### config.mk
export PLATFORM = sky130hd
export DESIGN_NAME = aar_regs
export DESIGN_NICKNAME = d
export VERILOG_FILES = /design/src/design/aar_pkg.sv /design/src/design/aar_regs.sv
export SDC_FILE = /design/constraint.sdc
export NUM_CORES = 1
export LEC_CHECK = 0
export ABC_AREA = 1
export BUFFER_PORTS_ARGS = -buffer_cell sky130_fd_sc_hd__buf_2
export CAP_MARGIN = 10
export CORE_UTILIZATION = 50
export CTS_CLUSTER_DIAMETER = 150
export DETAILED_ROUTE_END_ITERATION = 10
export HOLD_SLACK_MARGIN = 0.02
export PLACE_DENSITY = 0.82
export SETUP_SLACK_MARGIN = 0.02
export SYNTH_ARGS = -nofsm -noshare
export SYNTH_HDL_FRONTEND = slang
export SYNTH_SLANG_ARGS = --single-unit
### constraint.sdc
create_clock -name core_clk -period 6.2 [get_ports core_clk]
set_input_delay 0.31 -clock core_clk [delete_from_list [all_inputs] [get_ports core_clk]]
set_output_delay 0.31 -clock core_clk [all_outputs]
set_load 0.01 [all_outputs]
### src/design/aar_pkg.sv
// Constants, register map and types of the address resolver register block.
// Assumes one 25 MHz core clock and an APB master on the same clock.
// Contract
// - Writing one to bit 0 of the disable register clears the end enable.
// - Writing one to bit 1 of the disable register clears resolved enable.
// - Writing one to bit 2 of the disable register clears no-match enable.
// - Status reads the key index 0 to 15 of the last match, reset zero.
// - The resolver runs only while enable holds 3; 0 disables; reset 0.
// - Key count holds the keys in the table, 0 to 16, reset value 1.
// - Keys are fetched at the 32-bit key table pointer, reset zero.
// - The 6-byte address is read at the 32-bit address pointer.
// - Writing one to the begin task starts resolving against the keys in order, stopping at the first match.
// - Writing one to the halt task stops any ongoing resolution.
// - Finishing a resolution sets the end event flag to 1.
// - Set register writes of one enable; both enable registers read state.
package aar_pkg;
	localparam logic [11:0] OFS_BEGIN    = 12'h000;
	localparam logic [11:0] OFS_HALT     = 12'h008;
	localparam logic [11:0] OFS_EV_END   = 12'h100;
	localparam logic [11:0] OFS_EV_RES   = 12'h104;
	localparam logic [11:0] OFS_EV_NORES = 12'h108;
	localparam logic [11:0] OFS_INT_SET  = 12'h304;
	localparam logic [11:0] OFS_INT_DIS  = 12'h308;
	localparam logic [11:0] OFS_STATUS   = 12'h400;
	localparam logic [11:0] OFS_ENABLE   = 12'h500;
	localparam logic [11:0] OFS_KEY_CNT  = 12'h504;
	localparam logic [11:0] OFS_KEY_PTR  = 12'h508;
	localparam logic [11:0] OFS_ADDR_PTR = 12'h510;
	localparam logic [11:0] OFS_SCR_PTR  = 12'h514;
	localparam int          BIT_END      = 0;
	localparam int          BIT_RES      = 1;
	localparam int          BIT_NORES    = 2;
	localparam logic [1:0]  ENABLE_ON    = 2'h3;
	localparam logic [1:0]  ENABLE_RST   = 2'h0;
	localparam logic [4:0]  KEY_CNT_RST  = 5'h01;
	localparam logic [4:0]  KEY_CNT_MAX  = 5'h10;
	localparam logic [31:0] PTR_RST      = 32'h0000_0000;
	localparam logic [31:0] KEY_BYTES    = 32'h0000_0010;

	typedef enum logic [1:0] {
		AAR_IDLE,
		AAR_REQ,
		AAR_WAIT
	} aar_state_t;

	// Request to the key-check engine
	typedef struct packed {
		logic        req;
		logic [3:0]  index;
		logic [31:0] key_addr;
	} aar_check_t;

	// Events raised by the sequencer
	typedef struct packed {
		logic nores;
		logic res;
		logic done;
	} aar_events_t;
endpackage : aar_pkg

### src/design/aar_regs.sv
// Address resolver: APB register bank, key sequencer and interrupt.
// Assumes an external key-check engine on core_clk that reads the key at
// the given address and the 6-byte address, and answers with a done pulse.
//
// Decided for this implementation: the APB slave port.
module aar_regs
	import aar_pkg::*;
(
	input  wire logic        core_clk,
	input  wire logic        reset_n,
	input  wire logic        psel,
	input  wire logic        penable,
	input  wire logic        pwrite,
	input  wire logic [11:0] paddr,
	input  wire logic [31:0] pwdata,
	output logic             pready,
	output logic [31:0]      prdata,
	output logic             pslverr,
	output aar_check_t       check,
	input  wire logic        check_done,
	input  wire logic        check_hit,
	output logic [31:0]      address_pointer,
	output logic [31:0]      scratch_pointer,
	output logic             busy,
	output logic             irq
);
	aar_state_t  state_reg, state_next;
	logic        pready_reg;
	logic [31:0] prdata_reg;
	logic        pslverr_reg;
	logic [2:0]  event_reg, event_next;
	logic [2:0]  inten_reg, inten_next;
	logic [3:0]  status_reg, status_next;
	logic [1:0]  enable_reg;
	logic [4:0]  key_count_reg;
	logic [31:0] key_ptr_reg;
	logic [31:0] addr_ptr_reg;
	logic [31:0] scr_ptr_reg;
	logic [3:0]  idx_reg, idx_next;
	logic        req_reg, req_next;
	logic [31:0] key_addr_reg;
	logic        irq_reg;
	logic        busy_reg;

	// APB decode: one wait state, so read data comes from a flip-flop
	wire access   = psel && penable;
	wire xfer     = access && pready_reg;
	wire wr_en    = xfer && pwrite;
	wire hit_beg  = paddr == OFS_BEGIN;
	wire hit_halt = paddr == OFS_HALT;
	wire hit_end  = paddr == OFS_EV_END;
	wire hit_res  = paddr == OFS_EV_RES;
	wire hit_nor  = paddr == OFS_EV_NORES;
	wire hit_set  = paddr == OFS_INT_SET;
	wire hit_dis  = paddr == OFS_INT_DIS;
	wire hit_stat = paddr == OFS_STATUS;
	wire hit_en   = paddr == OFS_ENABLE;
	wire hit_cnt  = paddr == OFS_KEY_CNT;
	wire hit_kptr = paddr == OFS_KEY_PTR;
	wire hit_aptr = paddr == OFS_ADDR_PTR;
	wire hit_sptr = paddr == OFS_SCR_PTR;
	wire mapped   = hit_beg | hit_halt | hit_end | hit_res | hit_nor
		| hit_set | hit_dis | hit_stat | hit_en | hit_cnt | hit_kptr
		| hit_aptr | hit_sptr;

	wire active     = enable_reg == ENABLE_ON;
	wire begin_task = wr_en && hit_beg && pwdata[0] && active;
	wire halt_task  = wr_en && hit_halt && pwdata[0];
	wire [4:0] idx_wide  = {1'b0, idx_reg};
	wire       last_key  = idx_wide + 5'h01 >= key_count_reg;
	wire       empty_tab = key_count_reg == 5'h00;

	wire [31:0] rd_data =
		hit_end  ? {31'h0, event_reg[BIT_END]} :
		hit_res  ? {31'h0, event_reg[BIT_RES]} :
		hit_nor  ? {31'h0, event_reg[BIT_NORES]} :
		(hit_set | hit_dis) ? {29'h0, inten_reg} :
		hit_stat ? {28'h0, status_reg} :
		hit_en   ? {30'h0, enable_reg} :
		hit_cnt  ? {27'h0, key_count_reg} :
		hit_kptr ? key_ptr_reg :
		hit_aptr ? addr_ptr_reg :
		hit_sptr ? scr_ptr_reg : 32'h0000_0000;

	// Sequencer: one check request per key, stops on first match
	aar_events_t ev;
	always_comb begin
		state_next  = state_reg;
		idx_next    = idx_reg;
		req_next    = 1'b0;
		status_next = status_reg;
		ev          = '0;
		unique case (state_reg)
			AAR_IDLE: begin
				if (begin_task && empty_tab) begin
					ev.nores = 1'b1;
					ev.done  = 1'b1;
				end else if (begin_task) begin
					idx_next   = 4'h0;
					req_next   = 1'b1;
					state_next = AAR_REQ;
				end
			end
			AAR_REQ: begin
				state_next = AAR_WAIT;
			end
			AAR_WAIT: begin
				if (check_done && check_hit) begin
					status_next = idx_reg;
					ev.res      = 1'b1;
					ev.done     = 1'b1;
					state_next  = AAR_IDLE;
				end else if (check_done && last_key) begin
					ev.nores   = 1'b1;
					ev.done    = 1'b1;
					state_next = AAR_IDLE;
				end else if (check_done) begin
					idx_next   = idx_reg + 4'h1;
					req_next   = 1'b1;
					state_next = AAR_REQ;
				end
			end
		endcase
		// Halt or disable aborts without raising events
		if (halt_task || !active) begin
			state_next = AAR_IDLE;
			req_next   = 1'b0;
			ev         = '0;
		end
	end

	// Event flags: hardware set wins over a software write of zero
	wire [2:0] ev_set = {ev.nores, ev.res, ev.done};
	wire [2:0] ev_clr = {wr_en && hit_nor && !pwdata[0],
		wr_en && hit_res && !pwdata[0],
		wr_en && hit_end && !pwdata[0]};
	assign event_next = (event_reg & ~ev_clr) | ev_set;

	// Enables: ones set or clear, zeros leave a bit alone
	wire [2:0] en_set = wr_en && hit_set ? pwdata[2:0] : 3'h0;
	wire [2:0] en_clr = wr_en && hit_dis ? pwdata[2:0] : 3'h0;
	assign inten_next = (inten_reg | en_set) & ~en_clr;

	always_ff @(posedge core_clk or negedge reset_n) begin
		if (!reset_n) begin
			pready_reg  <= 1'b0;
			prdata_reg  <= 32'h0000_0000;
			pslverr_reg <= 1'b0;
		end else begin
			pready_reg  <= access && !pready_reg;
			prdata_reg  <= access && !pwrite ? rd_data : 32'h0000_0000;
			pslverr_reg <= access && !pready_reg && !mapped;
		end
	end

	always_ff @(posedge core_clk or negedge reset_n) begin
		if (!reset_n) begin
			enable_reg    <= ENABLE_RST;
			key_count_reg <= KEY_CNT_RST;
			key_ptr_reg   <= PTR_RST;
			addr_ptr_reg  <= PTR_RST;
			scr_ptr_reg   <= PTR_RST;
		end else if (wr_en) begin
			if (hit_en)
				enable_reg <= pwdata[1:0];
			if (hit_cnt && pwdata[4:0] <= KEY_CNT_MAX)
				key_count_reg <= pwdata[4:0];
			if (hit_kptr)
				key_ptr_reg <= pwdata;
			if (hit_aptr)
				addr_ptr_reg <= pwdata;
			if (hit_sptr)
				scr_ptr_reg <= pwdata;
		end
	end

	always_ff @(posedge core_clk or negedge reset_n) begin
		if (!reset_n) begin
			state_reg    <= AAR_IDLE;
			idx_reg      <= 4'h0;
			req_reg      <= 1'b0;
			key_addr_reg <= PTR_RST;
			status_reg   <= 4'h0;
			event_reg    <= 3'h0;
			inten_reg    <= 3'h0;
			irq_reg      <= 1'b0;
			busy_reg     <= 1'b0;
		end else begin
			state_reg    <= state_next;
			idx_reg      <= idx_next;
			req_reg      <= req_next;
			key_addr_reg <= key_ptr_reg
				+ KEY_BYTES * {28'h0, idx_next};
			status_reg   <= status_next;
			event_reg    <= event_next;
			inten_reg    <= inten_next;
			irq_reg      <= |(event_next & inten_next);
			busy_reg     <= state_next != AAR_IDLE;
		end
	end

	assign pready          = pready_reg;
	assign prdata          = prdata_reg;
	assign pslverr         = pslverr_reg;
	assign check.req       = req_reg;
	assign check.index     = idx_reg;
	assign check.key_addr  = key_addr_reg;
	assign address_pointer = addr_ptr_reg;
	assign scratch_pointer = scr_ptr_reg;
	assign busy            = busy_reg;
	assign irq             = irq_reg;
endmodule : aar_regs

# Word-level counts from Yosys, hierarchy flattened
# Cells that the tools add are included.
dict set report op_classes {
  add_sub_neg 3
  bitwise 20
  mux 42
  n_eq_ne 15
  n_lt_le_gt_ge 2
  n_reduce_logical 40
}
# cell n
set ops {}
lappend ops {{$mux 32} 11}
lappend ops {{$eq 12x11->1 const B} 6}
lappend ops {{$eq 12x9->1 const B} 3}
lappend ops {{$add 32x8->32} 1}
lappend ops {{$eq 12x10->1 const B} 2}
lappend ops {{$logic_and 1x1->1} 23}
lappend ops {{$mux 4} 5}
lappend ops {{$or 1x1->1} 13}
lappend ops {{$eq 12x4->1 const B} 1}
lappend ops {{$logic_not 12->1} 1}
lappend ops {{$mux 1} 12}
lappend ops {{$mux 2} 6}
lappend ops {{$reduce_and 2->1} 6}
lappend ops {{$and 3x3->3} 3}
lappend ops {{$mux 3} 3}
lappend ops {{$pmux 4 s2} 1}
lappend ops {{$not 3->3} 2}
lappend ops {{$or 3x3->3} 2}
lappend ops {{$pmux 1 s2} 3}
lappend ops {{$pmux 2 s3} 1}
lappend ops {{$add 4x1->5 const B} 1}
lappend ops {{$ge 5x5->1} 1}
lappend ops {{$le 5x5->1 const B} 1}
lappend ops {{$logic_not 1->1} 5}
lappend ops {{other kinds (8)} 9}
dict set report word_totals {
  output_inout_bits 137
  elab_cells 139
  ff_bits 188
  input_bits 51
}

# Longest topological paths before layout
# Gate-level depths: netlist of the first run.
dict set report depth {
  ltp_word 15
  mapped_depth 23
  mapped_depth_nobuf 23
}

# Worst setup path before layout of the first run
# No wires, ideal clock.
dict set report synth_path {
  kind {register to register}
  start {register idx_reg[0]}
  end {register key_addr_reg[25]}
  n_path_buf 0
  t_arrival_ns 3.419
  required_ns 6.077
  period_less_slack_ns 3.541
  setup_time_ns 0.123
  path_slack_ns 2.659
  stages_incl_launch_ff 22
  path_cell_list {dfrtp_1 > ha_1 > xor2_1 > ha_1 > a21oi_1 > o21a_1 > nand3_1 > nor2_1 > nand3_1 > nand2_1 > nand2_1 > o21ai_0 > inv_1 > ha_1 > nand3_1 > nand3_1 > a21oi_1 > nor2_1 > nand2_1 > nor3_2 > nand3_1 > xor2_1}
}
dict set report synth_between {
  elab_chain_cells 7
  word_cells_on_any_way 11
  classes_between {add/sub: 3; order compare: 1; mux: 6; reduce/logical: 1}
}
# element line_no
set synth_rtl {}
lappend synth_rtl {{from (decl)} aar_regs.sv:39} ;# logic [3:0] idx_reg, idx_next;
lappend synth_rtl {{from (signal assigned)} aar_regs.sv:190} ;# idx_reg <= idx_next;
lappend synth_rtl {{$add 4x1->5} aar_regs.sv:70} ;# wire last_key = idx_wide + 5'h01 >= key_count_reg;
lappend synth_rtl {{$ge 5x5->1} aar_regs.sv:70}
lappend synth_rtl {{$logic_and 1x1->1} aar_regs.sv:113} ;# end else if (check_done && last_key) begin
lappend synth_rtl {{$mux 4 *} aar_regs.sv:113}
lappend synth_rtl {{$mux 4 *} aar_regs.sv:108} ;# if (check_done && check_hit) begin
lappend synth_rtl {{$pmux 4 s2 *} aar_regs.sv:93} ;# unique case (state_reg)
lappend synth_rtl {{via idx_next[2]} aar_regs.sv:39}
lappend synth_rtl {{$add 32x8->32 *} aar_regs.sv:193} ;# + KEY_BYTES * {28'h0, idx_next};
lappend synth_rtl {{to (signal assigned)} aar_regs.sv:192} ;# key_addr_reg <= key_ptr_reg
lappend synth_rtl {{to (decl)} aar_regs.sv:41} ;# logic [31:0] key_addr_reg;
# The timed path passes the listed nets; every way through them passes the cells marked *.
# A chain may end at the register's enable or synchronous reset.

# Worst setup path in the final report of the first run
dict set report layout_path {
  start {register idx_reg[0]}
  end {register key_addr_reg[31]}
}
# Same word-level chain as after synthesis.

==> results of run 1 <==
## final timing paths
check / cells after the start / endpoint / from
worst max register to register: 22 / key_addr_reg[31] / idx_reg[0]
max in group asynchronous: 2 / address_pointer[3] / reset_n
worst min register to register: 0 / key_addr_reg[2] / key_ptr_reg[2]
worst min-delay path: 1 / prdata[15] / reset_n
min in group core_clk: 2 / inten_reg[2] / pwdata[2]
worst max-delay path: 22 / key_addr_reg[31] / idx_reg[0]
## synthesized netlist by cell type, types with 2 or more instances
cell type | count | area, um^2
o211ai_1 | 29 | 217.7
nand2_1 | 264 | 991.0
nand3_2 | 2 | 20.02
nand4_1 | 8 | 50.05
buf_6 | 2 | 22.52
a21oi_1 | 13 | 65.06
o21ai_0 | 120 | 600.6
inv_2 | 3 | 11.26
buf_2 | 10 | 50.05
inv_1 | 90 | 337.8
xor2_1 | 23 | 201.4
xnor2_1 | 5 | 43.79
nand3_1 | 56 | 280.3
o21a_1 | 2 | 15.01
dfrtp_1 | 187 | 4679
a2bb2oi_1 | 3 | 26.28
nor3_1 | 11 | 55.05
nor3_2 | 2 | 20.02
nor2_1 | 79 | 296.5
clkbuf_1 | 20 | 75.07
buf_4 | 3 | 22.52
nand2_2 | 4 | 25.02
nor4_1 | 7 | 43.79
ha_1 | 13 | 162.7
## stage by stage
| step | area (um^2) | hold WS (ps) | std cells | utilization, % |
|---|---|---|---|---|
| finish | 10150 | -28.95 | 1376 | 61.40 |
| global route | 10150 | 71.55 | 1376 | 61.40 |
| CTS | 10120 | 28.67 | 1375 | 61.23 |
| detailed placement | 9523 | 392.6 | 1343 | 57.63 |
| global placement | 9523 | 393.9 | 1343 | 57.63 |
| floorplan | 8427 | 14.41 | 966 | - |
## worst max-delay path, cell delays in order, from the launching register on
cell,delay (ps)
dfrtp_1,450
ha_1,220
inv_1,60
nor3_1,180
ha_1,300
a21oi_1,160
o21a_1,150
nand3_1,110
nor2_1,110
nand3_1,200
nand2_1,120
nand2_1,100
nand2_1,60
o21ai_0,180
ha_1,360
nand3_1,80
nand3_1,120
a21oi_1,120
nor2_1,220
nand2_1,190
nor3_2,270
nand3_1,130
xor2_1,160
## routing by layer
| metal | up-vias | GRT usage, % | part of all wire (%) |
|---|---|---|---|
| met5 | - | 0 | 0 |
| met2 | 320 | 41.01 | 46 |
| li1 | 3500 | - | - |
| met4 | 0 | 12.47 | 3.4 |
| met1 | 3453 | 36.26 | 44 |
| met3 | 57 | 4.614 | 6.1 |
## area by class of cell
type	instances	share of cell area (%)
flip-flops and latches	188	46.38
multi-input cells	650	31.64
repair buffers	193	9.952
clock buffers	19	4.366
inverters	93	3.441
well taps	220	2.713
clock inverters	13	1.504
## power groups by stage
stage,Clock [mW],Sequential [mW],Combinational (mW)
global placement,0,1.25,0.0698
global route,1.17,1.23,0.0795
floorplan,0,1.25,0.0195
finish,1.10,1.23,0.0694
CTS,1.11,1.23,0.0711
detailed placement,0,1.25,0.0707
## cells by family after synthesis
logic type	count (synthesis)	synth area share [%]
DFF	188	55.84
xor gates and xnor gates	28	2.910
buffers and inverters	128	6.162
adders and majority gates	14	2.168
and+or+nand+nor	436	21.48
AOI/OAI and AO/OA	172	11.43
==> run summary, run 1 <==
Status = finished, violations left
Violated checks = negative hold slack
Maximum vdd drop = 0.0001947 V
Clock root buffer = clkbuf_16
Initial antenna violation count = 0
CP required = 6520 ps
# diodes = 0
Mapped Nets = 1031
CTS Sinks = 188
Drt total wl = 21.86 mm
Leading cell types in the layout, fill and taps excluded = 263 x nand2_1, 187 x dfrtp_1, 186 x buf_2, 120 x o21ai_0, 90 x inv_1
Final min period = 4170 ps
Combinational fraction of design power = 2.9%
Int Power = 1.860 mW
# DRC = 0
Clk slew on worst S/H paths = 70 ps
Vias in the first global route = 6921
Worst-margin pin slew = 1119 ps
Wire per inst = 15.88 um
Synthesized cell area = 8427 um^2
NetSw = 0.5372 mW
Hold slack final = -28.95 ps
Buffers on Ports = 187
Total Power = 2.397 mW
Ports = 188
CP Max Fanout = 7
Most common cell after layout, fill and taps aside = nand2_1
Largest net degree at the start of global routing = 113
Synth unique cells = 34
Die height = 131.8 um
Startpoint types = flop
Initial core utilization = 51.00%
Synth warn = 0
Clk network pwr share = 45.8%
Layout Nets = 1208
Cell Rows = 47
Synth Flop Type = dfrtp_1
Number of flops mapped to enable cells by yosys = 0
Fraction of registers with async set or reset after synthesis = 100.0%
Multi-input logic area = 3211 um^2
Final setup margin = 2030 ps
HPWL Detailed = 15.07 mm
Core ar. = 16520 um^2
Min-delay worst type = in2async
Post-DRT Antenna Nets = 0
Post-DR vias/cell = 5.327
Skew final = 12.04 ps
Setup TNS = 0 ps
Total grt overflow = 0
First drt pass iteration count = 6
RSZ-0062 raised after global routing = no
Fmax achieved = 239.8 MHz
Post_cts resized = 0
Leak pwr = 5.511 nW
Worst Path Arrival = 4490 ps
Longest Clk Path Bufs = 2
Global-route wire length before repair = 35.80 mm
Postcts setup bufs = 0
GR Util All Layers = 26.41%
Die Wd = 131.8 um
#FFs+latches synth = 188
Cells after Synth = 966
Endpoints failing hold = 13
Seq/Total Area, Yosys = 55.84%
Reg2reg setup slack = 2030 ps
Max Cap Violations = 0
Placer congestion estimate = 0.9461
Sw Ratio = 22.41%
Worst Setup End Kind = flop
Area grow syn2layout = 20.40%
Worst-Skew Late Latency = 440 ps
CTS tree = yes
Setup violators final = 0
Sequential Power Share = 51.3%
Seq. cell area = 4706 um^2
TritonCTS Buffers = 17
Fraction of layout cells with a size suffix above 1 = 20.76%
Vias post-DR = 7330
Post-Place Worst Slack = 2095 ps
Syn avg cell area = 8.723 um^2
Filler cells = 1385
Period utilisation layout = 67.25%
Rel. slew slack = 25.37%
Critical path class = reg2reg
Die ar. = 17380 um^2
Cts hold-fix bufs = 0
First DRT Iteration DRCs = 585
Pwr Density = 236.3 nW/um^2
Htree depth = 4
Max Slew Vio Count = 0
(Power assumes the default switching activity.)
==> run 2: changes to the inputs <==
- ABC_AREA: 1 -> 0
- clock period: 6.2 -> 4 ns (I/O delays scaled with it)
==> run 2 against run 1 <==
  * The flow now finishes without violations
  * Clock-buffer cell count is 4 higher
  * Largest power group unchanged
  * First-iteration DRC count is 5.8% lower
  * Sequential power is 54% higher
  * Highest routed layer unchanged
==> run summary, run 2 <==
Status = complete, no violations
Wire per inst = 19.82 um
Max Slew Vio Count = 0
Worst-Skew Late Latency = 420 ps
Beginning of the worst hold path = pwdata[28]
Htree depth = 4
Leak pwr = 5.362 nW
Drt total wl = 22.22 mm
Largest cells by area after synthesis = dfrtp_1 57%, mux2_2 8.9%, mux2_1 4.9%, a21oi_1 3.0%, nand2_1 2.7%
Yosys top cell area share = 56.62%
Mapped Nets = 741
Skew final = 4.895 ps
Fraction of layout cells with a size suffix above 1 = 35.14%
Pwr Density = 373.3 nW/um^2
CP required = 4310 ps
Non-Filler Instances = 1121
Endpoints failing hold = 0
CP Max Fanout = 5
First drt pass iteration count = 5
Max Cap Violations = 0
Initial core utilization = 51.66%
Synth Area in Simple Gates = 11.53%
Count leader, synth = dfrtp_1
FF-to-FF Start = idx_reg[1]
Total grt overflow = 0
Synth unique cells = 66
Placer congestion estimate = 0.9220
Clock root buffer = clkbuf_16
Reg2reg path depth = 16
Min-delay worst type = in2reg
Longest Clk Path Bufs = 2
Critical path class = reg2reg
Worst Setup End Kind = flop
Startpoint types = flop
Cells after Synth = 676
CTS tree = yes
Most common cell after layout, fill and taps aside = dfrtp_1
Period utilisation layout = 94.91%
Cell Chain, Critical Path = ha_2 > xor2_1 > ha_1 > a21oi_1 > o21ai_1 > a311oi_2 > o22ai_2 > mux2_2 > ha_1 > fa_1 > a21o_1 > a21oi_2 > and4b_2 > nand2_1 > nor2_1 > xor2_1
Vias in the first global route = 6355
Vias post-DR = 6417
Synth area leader = dfrtp_1
Setup violators final = 0
# diodes = 0
Buffers on Ports = 187
Rel. slew slack = 25.79%
Synth Area in XOR/XNOR = 3.073%
WHS Path Cells = 2
Fraction of the mapped netlist area in adder cells = 2.210%
Largest net degree at the start of global routing = 107
Number of flops mapped to enable cells by yosys = 0
Fmax achieved = 263.4 MHz
Cell Rows = 46
Fraction of registers with async set or reset after synthesis = 100.0%
RSZ-0062 raised after global routing = no
CTS Sinks = 188
Die height = 130.6 um
Multiplexer share of the synthesized area = 14.00%
Global-route wire length before repair = 34.11 mm
Worst Path Arrival = 4100 ps
Area grow syn2layout = 25.22%
First DRT Iteration DRCs = 551
Placed cell count = 1066
Post-DRT Antenna Nets = 0
Synth Flop Type = dfrtp_1
Largest family of logic cells by synthesized area = multiplexers
Worst-margin pin slew = 1098 ps
Top delay family on crit path = adder cells
Synthesized cell area = 8265 um^2
Maximum vdd drop = 0.0003010 V
Setup TNS = 0 ps
GR Util All Layers = 26.94%
Postcts setup bufs = 0
TritonCTS Buffers = 17
Post-DR vias/cell = 5.724
Initial antenna violation count = 0
Ports = 188
Slowest-stage cell, CP = dfrtp_1
Final min period = 3797 ps
Leading cell types in the layout, fill and taps excluded = 187 x dfrtp_1, 186 x buf_2, 65 x mux2_2, 59 x nand2_1, 48 x a21oi_1
CP peak stage delay = 420 ps
Synth warn = 0
RR Endpoint = key_addr_reg[26]
Synth Area in Compound Gates = 9.688%
Clk slew on worst S/H paths = 70 ps
Syn avg cell area = 12.23 um^2
Reg2reg setup slack = 200 ps
#FFs+latches synth = 188
Worst Hold End = address_pointer[28]
Die Wd = 130.6 um
# DRC = 0
CP Buf/Inv Count = 0
Seq/Total Area, Yosys = 56.93%
Core ar. = 16000 um^2
Layout Nets = 957
HPWL Detailed = 14.69 mm
Die ar. = 17050 um^2
Post-synth top cells = 187 x dfrtp_1, 65 x mux2_2, 60 x nand2_1
Filler cells = 1244
## run 2: changes by cell type after synthesis, moves of 25 or more
cell	change
nand3_1	-42
a22oi_1	+25
o21ai_0	-101
a21oi_1	+36
inv_1	-74
mux2_2	+65
nor2_1	-51
o211ai_1	-29
nand2_1	-204
mux2_1	+36
## run 2: area by class of cell
class | instances | area [um^2] | share of cell area (%)
repair buffers | 224 | 1292 | 12.49
well taps | 216 | 270.3 | 2.611
flip-flops and latches | 188 | 4706 | 45.47
inverters | 16 | 60.06 | 0.5803
clock inverters | 9 | 158.9 | 1.535
multi-input cells | 445 | 3385 | 32.70
clock buffers | 23 | 478.0 | 4.618
## run 2: metrics by stage
step | hold WS, ps | instance area (um^2) | setup WS (ps) | power [mW] | util [%]
2_1_floorplan | -95.59 | 8272 | 80.36 | 1.968 | -
3_3_place_gp | 361.6 | 9469 | 137.8 | 2.062 | 59.18
3_5_place_dp | 352.7 | 9469 | 60.01 | 2.063 | 59.18
4_1_cts | 26.10 | 10340 | 33.93 | 3.882 | 64.60
5_1_grt | 40.31 | 10350 | 24.36 | 3.963 | 64.69
6_report | 43.99 | 10350 | 203.4 | 3.864 | 64.69
## run 2: logic make-up (layout without fill, tap and decap cells)
kind of cell               count (synthesis)  count (layout)
muxes                                    103             103
buffers and inverters                     43             272
AOI/OAI and AO/OA                        126             126
adders and majority gates                 14              14
xor gates and xnor gates                  29              29
and+or+nand+nor                          173             173
DFF                                      188             188
## run 2: what timing repair did
item | CTS | global route
endpoints found under the setup margin | 0 | 9
gates resized for setup | 0 | 5
hold buffers | 23 | 0
endpoints found under the hold margin | 133 | 0
## run 2: how the worst max path moves through the flow
stage / from / endpoint / slack, ps / cells after the start
after floorplan: idx_reg[0] / key_addr_reg[26] / 80 / 16
after global placement: idx_reg[1] / key_addr_reg[26] / 140 / 16
after detailed placement: idx_reg[1] / key_addr_reg[26] / 60 / 16
after CTS: idx_reg[1] / key_addr_reg[26] / 30 / 16
after global routing: idx_reg[1] / key_addr_reg[26] / 20 / 16
final: idx_reg[1] / key_addr_reg[26] / 200 / 16
## run 2: power by group
| part | total, mW | internal, mW | switching (mW) |
|---|---|---|---|
| registers | 1.90 | 1.90 | 0.00102 |
| clock network | 1.82 | 1.10 | 0.718 |
| logic | 0.141 | 0.0477 | 0.0933 |
## run 2: metal layers
layer | vias up | GRT usage, % | wire, um
met2 | 276 | 44.48 | 10940
met5 | - | 0 | 0
met3 | 25 | 7.451 | 1848
met1 | 3234 | 34.15 | 9084
li1 | 2882 | - | -
met4 | 0 | 9.466 | 345
